### src/bps_pkg.sv
package bps_pkg;

    // ========================================================
    // register map, byte addresses on the AHB-Lite side
    // ========================================================
    localparam logic [7:0] CFG_OFS      = 8'h04;
    localparam logic [7:0] MASK_OFS     = 8'h40;
    localparam logic [2:0] HSIZE_WORD   = 3'h2;
    localparam logic [1:0] HTRANS_NSEQ  = 2'h2;

    // ========================================================
    // field positions within the configuration word
    // ========================================================
    localparam int PERR_EN_BIT  = 6;
    localparam int CAP_BIT      = 20;
    localparam int MHZ66_BIT    = 21;
    localparam int FBB_BIT      = 23;
    localparam int MDPE_BIT     = 24;
    localparam int DEVSEL_LSB   = 25;
    localparam int DEVSEL_MSB   = 26;
    localparam int STA_BIT      = 27;
    localparam int DPE_BIT      = 31;

    // flag vector index, low to high: mdpe sta rta rma sse dpe
    localparam int NFLAG  = 6;
    localparam int F_MDPE = 0;
    localparam int F_STA  = 1;
    localparam int F_RTA  = 2;
    localparam int F_RMA  = 3;
    localparam int F_SSE  = 4;
    localparam int F_DPE  = 5;

    // ========================================================
    // codes and reset values
    // ========================================================
    localparam logic [1:0]       DEVSEL_FAST   = 2'h0;
    localparam logic [1:0]       DEVSEL_MEDIUM = 2'h1;
    localparam logic [NFLAG-1:0] FLAG_RST      = 6'h00;
    localparam logic [NFLAG-1:0] MASK_RST      = 6'h00;
    localparam logic             PERR_EN_RST   = 1'b0;
    localparam logic [31:0]      WORD_ZERO     = 32'h0000_0000;

endpackage : bps_pkg

### src/bps_primary_status.sv
`timescale 1ns/100ps

module bps_primary_status
    import bps_pkg::*;
(
    input  wire logic        core_clk,
    input  wire logic        rst,
    input  wire logic        hsel,
    input  wire logic [31:0] haddr,
    input  wire logic [1:0]  htrans,
    input  wire logic        hwrite,
    input  wire logic [2:0]  hsize,
    input  wire logic [31:0] hwdata,
    input  wire logic        hready,
    output logic             hreadyout,
    output logic [31:0]      hrdata,
    output logic             hresp,
    output logic             irq,
    output logic             perr_resp_en,
    input  wire logic        reverse_strap,
    input  wire logic        conv_pci_primary,
    input  wire logic        fwd_poisoned_cpl_rx,
    input  wire logic        fwd_poisoned_wr_tx,
    input  wire logic        rev_read_perr,
    input  wire logic        rev_parity_error_pin_on_write,
    input  wire logic        rev_split_msg_perr,
    input  wire logic        fwd_ca_cpl_sent,
    input  wire logic        rev_target_abort_sent,
    input  wire logic        fwd_ca_cpl_rx,
    input  wire logic        rev_target_abort_rx,
    input  wire logic        fwd_ur_cpl_rx,
    input  wire logic        rev_master_abort,
    input  wire logic        fwd_err_msg_sent,
    input  wire logic        rev_serr_driven,
    input  wire logic        fwd_poisoned_tlp,
    input  wire logic        rev_parity_err_det
);
    import bps_pkg::*;

    // ========================================================
    // state
    // ========================================================
    logic             reverse_reg;
    logic             conv_reg;
    logic             perr_en_reg;
    logic             perr_en_next;
    logic [NFLAG-1:0] flag_reg;
    logic [NFLAG-1:0] flag_next;
    logic [NFLAG-1:0] mask_reg;
    logic [NFLAG-1:0] mask_next;
    logic             wr_pend_reg;
    logic [7:0]       addr_reg;
    logic [31:0]      rdata_reg;
    logic [31:0]      rdata_next;
    logic             irq_reg;

    // ========================================================
    // AHB-Lite decode
    // ========================================================
    wire        addr_take  = hsel & hready & htrans[1];
    wire        word_ok    = (hsize == HSIZE_WORD);
    wire        wr_take    = addr_take & hwrite & word_ok;
    wire        rd_take    = addr_take & ~hwrite;
    wire        wr_cfg     = wr_pend_reg & (addr_reg == CFG_OFS);
    wire        wr_mask    = wr_pend_reg & (addr_reg == MASK_OFS);
    wire [7:0]  addr_lo    = haddr[7:0];
    wire [NFLAG-1:0] wdata_flags = {hwdata[DPE_BIT:STA_BIT], hwdata[MDPE_BIT]};
    wire [NFLAG-1:0] clr   = wr_cfg ? wdata_flags : '0;

    // ========================================================
    // event steering by strapped mode
    // ========================================================
    wire fwd = ~reverse_reg;
    wire rev = reverse_reg;
    wire [NFLAG-1:0] set;

    // gated by parity response enable
    assign set[F_MDPE] = perr_en_reg & (
                         (fwd & (fwd_poisoned_cpl_rx | fwd_poisoned_wr_tx)) |
                         (rev & (rev_read_perr
                                 | rev_parity_error_pin_on_write
                                 | rev_split_msg_perr)));
    assign set[F_STA]  = (fwd & fwd_ca_cpl_sent)
                       | (rev & rev_target_abort_sent);
    assign set[F_RTA]  = (fwd & fwd_ca_cpl_rx)
                       | (rev & rev_target_abort_rx);
    assign set[F_RMA]  = (fwd & fwd_ur_cpl_rx)
                       | (rev & rev_master_abort);
    assign set[F_SSE]  = (fwd & fwd_err_msg_sent)
                       | (rev & rev_serr_driven);
    // detected parity ignores the response enable
    assign set[F_DPE]  = (fwd & fwd_poisoned_tlp)
                       | (rev & rev_parity_err_det);

    // ========================================================
    // sticky flags: a set in the clearing cycle wins
    // ========================================================
    genvar gi;
    generate
        for (gi = 0; gi < NFLAG; gi++) begin : g_flag
            assign flag_next[gi] = (flag_reg[gi] & ~clr[gi]) | set[gi];
        end
    endgenerate

    assign perr_en_next = wr_cfg ? hwdata[PERR_EN_BIT] : perr_en_reg;
    assign mask_next    = wr_mask ? wdata_flags : mask_reg;

    // ========================================================
    // status half-word layout
    // ========================================================
    wire [1:0]  devsel   = rev ? DEVSEL_MEDIUM : DEVSEL_FAST;
    wire        mhz66    = rev;
    wire        fbb      = rev & conv_reg;

    // mode bits are arguments: a continuous assign only wakes on its operands
    function automatic logic [31:0] cfg_word(input logic [NFLAG-1:0] f,
                                             input logic             pe,
                                             input logic             m66,
                                             input logic             fb,
                                             input logic [1:0]       ds);
        logic [31:0] w;
        w                         = WORD_ZERO;
        w[PERR_EN_BIT]            = pe;
        w[CAP_BIT]                = 1'b1;
        w[MHZ66_BIT]              = m66;
        w[FBB_BIT]                = fb;
        w[MDPE_BIT]               = f[F_MDPE];
        w[DEVSEL_MSB:DEVSEL_LSB]  = ds;
        w[DPE_BIT:STA_BIT]        = f[F_DPE:F_STA];
        return w;
    endfunction : cfg_word

    wire [31:0] cfg_rd   = cfg_word(flag_next, perr_en_next, mhz66, fbb, devsel);
    wire [31:0] mask_rd  = {mask_next[F_DPE:F_STA], 2'b00,
                            mask_next[F_MDPE], 24'h00_0000};

    // read data sampled from next-state so a read right after a write sees it
    assign rdata_next = !rd_take                ? rdata_reg :
                        (addr_lo == CFG_OFS)    ? cfg_rd    :
                        (addr_lo == MASK_OFS)   ? mask_rd   : WORD_ZERO;

    // ========================================================
    // registers
    // ========================================================
    always_ff @(posedge core_clk) begin
        if (rst) begin
            // strap levels are caught while reset is held
            reverse_reg <= reverse_strap;
            conv_reg    <= conv_pci_primary;
        end
    end

    always_ff @(posedge core_clk) begin
        if (rst) begin
            perr_en_reg <= PERR_EN_RST;
            flag_reg    <= FLAG_RST;
            mask_reg    <= MASK_RST;
            irq_reg     <= 1'b0;
        end else begin
            perr_en_reg <= perr_en_next;
            flag_reg    <= flag_next;
            mask_reg    <= mask_next;
            irq_reg     <= |(flag_next & mask_next);
        end
    end

    always_ff @(posedge core_clk) begin
        if (rst) begin
            wr_pend_reg <= 1'b0;
            addr_reg    <= 8'h00;
            rdata_reg   <= WORD_ZERO;
        end else begin
            wr_pend_reg <= wr_take;
            addr_reg    <= addr_take ? addr_lo : addr_reg;
            rdata_reg   <= rdata_next;
        end
    end

    // zero wait states, never an error response
    assign hreadyout    = 1'b1;
    assign hresp        = 1'b0;
    assign hrdata       = rdata_reg;
    assign irq          = irq_reg;
    assign perr_resp_en = perr_en_reg;

    wire [31:0] st_word = cfg_word(flag_reg, perr_en_reg, mhz66, fbb, devsel);
    wire [15:0] st_now  = st_word[31:16];
endmodule : bps_primary_status

### config.mk
export PLATFORM = sky130hd
export DESIGN_NAME = bps_primary_status
export DESIGN_NICKNAME = d
export VERILOG_FILES = /design/src/bps_pkg.sv /design/src/bps_primary_status.sv
export SDC_FILE = /design/constraint.sdc
export NUM_CORES = 1
export LEC_CHECK = 0
export ABC_CLOCK_PERIOD_IN_PS = 3800
export BUFFER_PORTS_ARGS = -buffer_cell sky130_fd_sc_hd__buf_4
export CAP_MARGIN = 20
export CORE_AREA = 2 2 78 80
export DETAILED_ROUTE_END_ITERATION = 16
export DIE_AREA = 0 0 80 82
export PLACE_DENSITY_LB_ADDON = 0.3
export SLEW_MARGIN = 30
export SYNTH_ARGS = -nofsm -noshare
export SYNTH_HDL_FRONTEND = slang
export SYNTH_SLANG_ARGS = --single-unit
### constraint.sdc
create_clock -name core_clk -period 3.8 [get_ports core_clk]
set_clock_uncertainty 0.15 [all_clocks]
set_input_delay 0.76 -clock core_clk [delete_from_list [all_inputs] [get_ports core_clk]]
set_output_delay 0.76 -clock core_clk [all_outputs]
set_load 0.02 [all_outputs]
==> impl_metrics.tcl, run 1 <==
set metrics [dict create \
    status "complete, no violations" \
    row_count 28 \
    finalWeightedCongestion 0.7411 \
    p_clk_frac 0.349 \
    wl_per_cell_um 12.55 \
    worst-setup-path-type "in -> reg" \
    ys_async_sr_fraction 0 \
    io_pins 127 \
    track_usage 0.1214 \
    finalSetupTns_ns 0 \
    vias 1364 \
    viasPerCell 4.472 \
    p_switching_mw 0.1861 \
    clock_latency_ns 0.28 \
    core_area_um2 5746 \
    diodes 0 \
    worstPathCellList "buf_4, or4_1, nor4_2, nand3b_1, o22a_1, a21oi_1" \
    fin_cells 305 \
    netlist_instances 177 \
    grt_max_degree 33 \
    pwr-share-comb 0.124 \
    grt_pass1_vias 1332 \
    cts_resized 0 \
    sequentialPowerShare 0.528 \
    drive_gt1_frac 0.2957 \
    drv_slew 0 \
    drtPass1Iterations 4 \
    cap_viol_max_count 0 \
    cp-start-kind "input port" \
    synth.avg_cell_area_um2 9.296 \
    mostFrequentLayoutCells "buf_4, dfxtp_1, nand2_1, conb_1, a21oi_1" \
    max_freq_ghz 0.4327 \
    cts_setup_buffers 0 \
    largest_reg_flops 10 \
    yosys.area.top_type "dfxtp_1" \
    cp_slowest_cell "or4_1" \
    final_nets 320 \
    tritoncts "yes" \
    final_common_cell "buf_4" \
    die_w_um 80 \
    die_h_um 82 \
    power_density_nw_per_um2 349.0 \
    grt_pass1_wl_mm 6.044 \
    grt_overflow 0 \
    port_buffers 53 \
    synth_top_area_frac 0.4015 \
    cts_sinks 35 \
    routed_wl_mm 3.828 \
    cts_buffer_depth 2 \
    cts.root.buffer_cell "clkbuf_8" \
    synthFlopType "dfxtp_1" \
    ys_seq_elements 35 \
    ys_types 39 \
    p_sw_frac 0.2537 \
    cts_hold_buffers 0 \
    area_delta_synth_final_pct 27.76 \
    p_leak_nw 0.9062 \
    tightest_slew_ns 0.7066 \
    ys_top_cells_by_area "dfxtp_1, buf_4, nand2_1" \
    cts.htree.levels 2 \
    numCtsBuffers 5 \
    first_iter_violations 70 \
    drc 0 \
    synth_edf_count 2 \
    finalCriticalPeriod_ns 2.311 \
    worst_ep_required_time_ns 3.87 \
    critPathMaxFanout 6 \
    hold_class "reg -> reg" \
    critPathCaptureType "flip-flop" \
    dp_hpwl_mm 2.869 \
    synth.cell_area_um2 1645 \
    start_util 0.2864 \
    finalCritPeriodShare 0.6082 \
    max_slew_margin 0.5264 \
    drtAntennaViolNets 0 \
    dp_cells 297 \
    die-area_um2 6560 \
    rsz0062_at_grt "false" \
    ys_warn_count 0 \
    setup_viol 0 \
    cell_internal_pwr_mw 0.5474 \
    clk_pin_slew_ns 0.07 \
    max_stage_delay_ns 0.55 \
    hold_viol 0 \
    ir_worst_vdd_mv 0.1567 \
    yosysSeqAreaShare 0.4380 \
    cp_data_arrival_time_ns 2.38 \
    grt_antenna_before_repair 0 \
]
## critical path: cells and delay by family
family | cells | cell delay, ns
simple gates | 3 | 1.09
compound gates | 2 | 0.42
buf+inv | 1 | 0.11
## stage by stage
stage	total power, mW	worst slack [ns]	hold WS, ns	cell area [µm²]	util
global placement	0.4855	1.184	0.2951	2021	0.3517
floorplan	0.4604	1.547	0.2951	1724	-
finish	0.7336	1.489	0.3021	2102	0.3659
global route	0.7757	1.387	0.3213	2102	0.3659
CTS	0.7468	1.480	0.3060	2102	0.3659
detailed placement	0.4869	1.182	0.2967	2021	0.3517
## Yosys cell counts (all sizes together), types with 2 or more instances
cell / instances
nor2b: 6
a221o: 2
a22oi: 4
nand4b: 2
nand4: 6
nand3b: 2
buf: 25
mux2i: 6
a221oi: 3
mux2: 2
and2: 2
dfxtp: 33
o22a: 5
clkbuf: 5
nor4b: 2
nor3: 3
nand3: 2
a21oi: 14
inv: 2
nor2: 13
conb: 2
nand2: 23
edfxtp: 2
and3: 2
## per-layer routing
layer	up-vias	track usage	part of all wire
li1	685	-	-
met3	4	0.04176	0.055
met2	41	0.2033	0.47
met5	-	0	0
met4	0	0.05085	0.013
met1	634	0.1418	0.46
## kinds of logic (layout without fill, tap and decap cells)
group,Yosys count,in the layout,share of synthesized area
muxes,8,8,0.05247
AOI/OAI and AO/OA,34,34,0.1498
DFF,35,35,0.4380
and+or+nand+nor,66,66,0.2274
buffers and inverters,32,64,0.1278
other,2,23,0.004564
## worst paths after layout
path | slack, ns | cells past startpoint | startpoint | end
worst max-delay path | 1.49 | 6 | haddr[7] | hrdata[24]$_SDFFE_PP0P_
worst min-delay path | 0.30 | 2 | hrdata[29]$_SDFFE_PP0P_ | hrdata[29]$_SDFFE_PP0P_
worst max register to register | 1.63 | 5 | addr_reg[3]$_SDFFE_PP0P_ | irq$_SDFF_PP0_
worst min register to register | 0.30 | 2 | hrdata[29]$_SDFFE_PP0P_ | hrdata[29]$_SDFFE_PP0P_
## cell type report
type | instances | area [µm²]
Timing Repair Buffer | 54 | 405.4
Sequential cell | 35 | 720.7
Clock inverter | 1 | 5.005
Clock buffer | 7 | 76.32
Fill cell | 634 | 3643
Tap cell | 75 | 93.84
Inverter | 2 | 7.507
Multi-Input combinational cell | 131 | 793.3
## power groups by stage
| stage | logic, mW | registers [mW] | clock network, mW |
|---|---|---|---|
| floorplan | 0.0683 | 0.392 | 0 |
| global placement | 0.0902 | 0.395 | 0 |
| detailed placement | 0.0912 | 0.396 | 0 |
| CTS | 0.0914 | 0.387 | 0.268 |
| global route | 0.101 | 0.388 | 0.287 |
| finish | 0.0908 | 0.387 | 0.256 |
(Power assumes the default switching activity.)
==> run 2: changes to the inputs <==
ABC_AREA = 1   (was default)
ABC_CLOCK_PERIOD_IN_PS = 2100   (was 3800)
CORE_AREA = 2 2 80 82   (was 2 2 78 80)
DIE_AREA = 0 0 82 84   (was 0 0 80 82)
clock period = 2.1 ns   (was 3.8 ns; I/O delays follow)
==> run 2 against run 1 <==
Worst setup slack lost 1.1 ns. Synthesized cell count increased by 34%. Global-route usage grew 0.27 points. Non-clock buffer count is 3 higher. Cell count up 21%. Critical endpoint is now irq$_SDFF_PP0_.
==> impl_metrics.tcl, run 2 <==
set metrics [dict create \
    die_w_um 82 \
    finalSetupTns_ns 0 \
    clock_latency_ns 0.29 \
    worst-setup-path-type "reg -> reg" \
    cts.root.buffer_cell "clkbuf_8" \
    rr_endpoint "irq$_SDFF_PP0_" \
    track_usage 0.1241 \
    io_pins 127 \
    synth.most_common_cell "nand2_1" \
    hold_viol 0 \
    dp_hpwl_mm 3.090 \
    routed_wl_mm 4.071 \
    drv_slew 0 \
    drive_gt1_frac 0.2765 \
    synth.cell_area_um2 1775 \
    cts_buffer_depth 2 \
    die-area_um2 6888 \
    hold_depth 2 \
    synth.avg_cell_area_um2 7.460 \
    synth_edf_count 2 \
    netlist_instances 238 \
    critPathMaxFanout 12 \
    cts_setup_buffers 0 \
    diodes 0 \
    finalWeightedCongestion 0.7588 \
    cp_data_arrival_time_ns 1.73 \
    rr_worst_depth 9 \
    cts_sinks 35 \
    fillers 667 \
    r2r-start "addr_reg[4]$_SDFFE_PP0P_" \
    grt_pass1_vias 1387 \
    grt_pass1_wl_mm 6.396 \
    synthTopCellsByCount "nand2_1, dfxtp_1, buf_4, inv_1, a21oi_1" \
    numCtsBuffers 5 \
    synthFlopType "dfxtp_1" \
    largest_reg_flops 10 \
    ys_async_sr_fraction 0 \
    hold_start "hsize[0]" \
    tritoncts "yes" \
    finalCriticalPeriod_ns 1.661 \
    clk_pin_slew_ns 0.07 \
    min_to "wr_pend_reg$_SDFF_PP0_" \
    synth_top_area_frac 0.3721 \
    cap_viol_max_count 0 \
    yosys.area.top_type "dfxtp_1" \
    drtPass1Iterations 4 \
    hold_ws_ns 0.1399 \
    viasPerCell 4.151 \
    setup_viol 0 \
    cts_hold_buffers 0 \
    ys_seq_elements 35 \
    core_area_um2 6096 \
    port_buffers 53 \
    cts.htree.levels 2 \
    die_h_um 84 \
    wl_per_cell_um 11.00 \
    p_leak_nw 1.025 \
    critPathCaptureType "flip-flop" \
    finalCritPeriodShare 0.7911 \
    vias 1536 \
    grt_max_degree 25 \
    row_count 29 \
    drc 0 \
    hold_class "in -> reg" \
    final_nets 383 \
    ys_top_cells_by_area "dfxtp_1, nand2_1, buf_4" \
    ys_warn_count 0 \
    status "complete, no violations" \
    max_freq_ghz 0.6019 \
    r2r_slack_ns 0.44 \
    rsz0062_at_grt "false" \
    worst_ep_required_time_ns 2.17 \
    power_density_nw_per_um2 602.3 \
    cts_resized 0 \
    grt_overflow 0 \
    yosysSeqAreaShare 0.4059 \
    drtAntennaViolNets 0 \
    mostFrequentLayoutCells "nand2_1, buf_4, dfxtp_1, inv_1, conb_1" \
    grt_antenna_before_repair 0 \
    cp-start-kind "flip-flop" \
    area_delta_synth_final_pct 25.86 \
    ir_worst_vdd_mv 0.2979 \
    ys_types 32 \
    first_iter_violations 35 \
    start_util 0.2913 \
]
## run 2: cell types whose count changed after synthesis, sizes merged, moves of 4 or more
cell   previous run  this run
o21ai             0        15
nand3             2        12
nor2             13        22
o22a              5         0
nand2            23        60
nand4             6         1
inv               2        27
a21oi            14        18
nor2b             6         0
## run 2: worst max-delay path by stage
stage / slack (ns) / depth (start not counted) / endpoint / from
after global placement: 0.35 / 7 / hrdata[30]$_SDFFE_PP0P_ / htrans[1]
after detailed placement: 0.35 / 7 / hrdata[30]$_SDFFE_PP0P_ / htrans[1]
after floorplan: 0.64 / 6 / hrdata[28]$_SDFFE_PP0P_ / htrans[1]
after CTS: 0.40 / 9 / irq$_SDFF_PP0_ / addr_reg[1]$_SDFFE_PP0P_
after global routing: 0.26 / 9 / irq$_SDFF_PP0_ / addr_reg[1]$_SDFFE_PP0P_
final: 0.44 / 9 / irq$_SDFF_PP0_ / addr_reg[4]$_SDFFE_PP0P_
## run 2: per-stage QoR
stage	std cells	total power, mW	setup WS (ns)	utilization	cell area, µm²
finish	370	1.346	0.4387	0.3666	2235
floorplan	259	0.8427	0.6440	-	1854
detailed placement	362	0.8959	0.3517	0.3532	2153
global route	370	1.417	0.2556	0.3666	2235
CTS	370	1.362	0.4045	0.3666	2235
global placement	362	0.8933	0.3508	0.3532	2153
## run 2: layout make-up
type | instances | area, µm² | share of cell area
tap | 77 | 96.34 | 0.04311
clock inverter | 1 | 5.005 | 0.002240
clock buffer | 7 | 76.32 | 0.03415
timing repair buffer | 57 | 427.9 | 0.1915
multi-input combinational | 166 | 807.0 | 0.3611
sequential | 35 | 720.7 | 0.3225
inverter | 27 | 101.3 | 0.04535
## run 2: worst max-delay path, stage by stage (launching register included)
cell     delay, ns
dfxtp_1       0.32
nor2_2        0.15
nand3_2       0.11
nor2_4        0.35
nand2_1       0.11
o21ai_2       0.09
nand2_1       0.08
nand2_1       0.07
nor2_1        0.04
a21oi_1       0.12
## run 2: metal layers
layer  global-route usage  share of wire  up-vias
met2               0.2018           0.49       47
met5                    0              0        -
met4              0.05909         0.0086        0
met1               0.1457           0.43      673
li1                     -              -      812
met3              0.03788          0.067        4
## run 2: power by group
part,internal (mW),total [mW],switching [mW]
combinational,0.0735,0.180,0.106
clock,0.233,0.467,0.235
sequential,0.689,0.699,0.00997
total,0.995,1.35,0.351
## run 2: cell families (layout without fill, tap and decap cells)
kind of cell | after synthesis | after routing | share of synthesized area
AOI/OAI and AO/OA | 38 | 38 | 0.1254
buffers and inverters | 58 | 92 | 0.1839
DFF | 35 | 35 | 0.4059
muxes | 5 | 5 | 0.02819
other | 2 | 23 | 0.004230
and+or+nand+nor | 100 | 100 | 0.2523
==> run 3: changes to the inputs <==
ABC_CLOCK_PERIOD_IN_PS = 1500   (was 2100)
clock period = 1.5 ns   (was 2.1 ns; I/O delays follow)
==> run 3 against run 2 <==
The flow now finishes with violations (setup timing). Critical endpoint unchanged. Flip-flop and latch count unchanged. Clock power up 93%. Sequential power grew 40%. Via count increased by 5.4%. Register-to-register slack worse by 0.49 ns. Total power grew 61%. Global-route usage increased by 1.2 points. Combinational power up 66%. Worst setup slack worse by 0.49 ns. Critical path type unchanged. Hold slack worse by 0.11 ns.
==> impl_metrics.tcl, run 3 (synthesis results as in run 2) <==
set metrics [dict create \
    cts_sinks 35 \
    path_buf_inv 0 \
    area_delta_synth_final_pct 39.96 \
    status "complete, but fails checks" \
    p_total_mw 2.173 \
    cts.htree.levels 2 \
    cts_buffer_depth 2 \
    routed_wl_mm 4.322 \
    die-area_um2 6888 \
    critPathCaptureType "flip-flop" \
    start_util 0.2913 \
    viasPerCell 4.183 \
    final_common_cell "buf_4" \
    worstSetupPathDepth 10 \
    ir_worst_vdd_mv 0.5532 \
    wl_per_cell_um 11.17 \
    finalWeightedCongestion 0.7783 \
    cpMostUsedCell "nand2_2" \
    drive_gt1_frac 0.3903 \
    power_density_nw_per_um2 874.6 \
    cap_viol_max_count 0 \
    dp_hpwl_mm 3.313 \
    cp_slowest_cell "dfxtp_2" \
    grt_pass1_vias 1591 \
    cts.root.buffer_cell "clkbuf_8" \
    cp-start-kind "flip-flop" \
    drtAntennaViolNets 0 \
    r2r_slack_ns -0.05 \
    io_pins 127 \
    critPathMaxFanout 7 \
    clock_latency_ns 0.29 \
    finalCriticalPeriod_ns 1.553 \
    drv_slew 0 \
    diodes 0 \
    stdcell_area_um2 2485 \
    r2r-start "addr_reg[5]$_SDFFE_PP0P_" \
    die_w_um 82 \
    max_freq_ghz 0.6441 \
    numCtsBuffers 5 \
    drtPass1Iterations 4 \
    mostFrequentLayoutCells "buf_4, nand2_1, dfxtp_1, conb_1, inv_1" \
    dp_slack_ns -0.1167 \
    rsz0062_at_grt "true" \
    grt_max_degree 24 \
    grt_pass1_wl_mm 7.141 \
    worst-setup-path-type "reg -> reg" \
    drc 0 \
    multi_input_area_um2 865.8 \
    startpoint "addr_reg[5]$_SDFFE_PP0P_" \
    vias 1619 \
    cts_setup_buffers 0 \
    postLayoutCoreUtil 0.4076 \
    hold_viol 0 \
    fillers 625 \
    seq_area_um2 726.9 \
    layout_setup_ws_ns -0.05262 \
    hold_class "in -> reg" \
    finalSetupTns_ns -0.05604 \
    clk_pin_slew_ns 0.07 \
    finalCritPeriodShare 1.035 \
    track_usage 0.1361 \
    port_buffers 53 \
    grt_antenna_before_repair 0 \
    p_leak_nw 1.140 \
    place_area_um2 2286 \
    hold_start "conv_pci_primary" \
    rr_endpoint "irq$_SDFF_PP0_" \
    die_h_um 84 \
    row_count 29 \
    final_nets 400 \
    rr_worst_depth 10 \
    worstPathCellList "nor2_4, nand2_2, nor2_4, nand3_2, nand2_2, nand2_2, nand2_1, nand2_1, nor2_1, a21oi_1" \
    dp_cells 378 \
    core_area_um2 6096 \
    critPathTopFamily "simple AND/OR/NAND/NOR gates" \
    endpoint "irq$_SDFF_PP0_" \
    worst_ep_required_time_ns 1.52 \
    tritoncts "yes" \
    largest_reg_flops 10 \
    hold_ws_ns 0.03452 \
    max_stage_delay_ns 0.33 \
    cp_data_arrival_time_ns 1.58 \
    failed_checks "setup timing" \
    setup_viol 2 \
    fin_cells 387 \
    grt_overflow 0 \
    first_iter_violations 41 \
]
-- run 3: changes by cell type in the layout (fill, tap and decap cells not counted), sizes merged --
cell,previous run,this run
buf,57,73
bufinv,0,1
clkbuf,7,6
dlygate4sd3,0,1
-- run 3: worst reg2reg max path, stage by stage (launching register included) --
cell	delay, ns
dfxtp_2	0.33
nor2_4	0.12
nand2_2	0.07
nor2_4	0.24
nand3_2	0.11
nand2_2	0.10
nand2_2	0.05
nand2_1	0.06
nand2_1	0.05
nor2_1	0.08
a21oi_1	0.07
-- run 3: report_power, final --
part / switching [mW] / leakage [nW] / internal, mW
clock network: 0.361 / 0.0612 / 0.538
registers: 0.0115 / 0.290 / 0.965
logic: 0.168 / 0.789 / 0.130
-- run 3: what timing repair did --
action                     in CTS  in global routing
resized for setup              11                 15
setup endpoints to repair       5                 10
pin swaps                       7                  7
hold buffers                    0                  1
hold endpoints to repair        0                  1
-- run 3: layer usage --
layer	up-vias	global-route usage	share of wire
met3	5	0.03788	0.053
met2	42	0.2210	0.49
met1	724	0.1670	0.43
met5	-	0	0
li1	848	-	-
met4	0	0.05455	0.019
-- run 3: layout make-up --
class                      instances  share of cell area
inverter                          27             0.04179
tap                               77             0.03877
sequential                        35              0.2925
multi-input combinational        166              0.3484
timing repair buffer              74              0.2311
clock buffer                       6             0.03323
clock inverter                     2             0.01410
-- run 3: how the worst min path moves through the flow --
stage / to / slack (ns) / depth (start not counted)
after floorplan: mask_reg[2]$_SDFF_PP0_ / 0.22 / 1
after global placement: addr_reg[7]$_SDFFE_PP0P_ / 0.29 / 2
after detailed placement: addr_reg[7]$_SDFFE_PP0P_ / 0.30 / 2
after CTS: wr_pend_reg$_SDFF_PP0_ / 0.0004 / 2
after global routing: mhz66$_DFFE_PP_ / 0.02 / 1
final: conv_reg$_DFFE_PP_ / 0.03 / 1
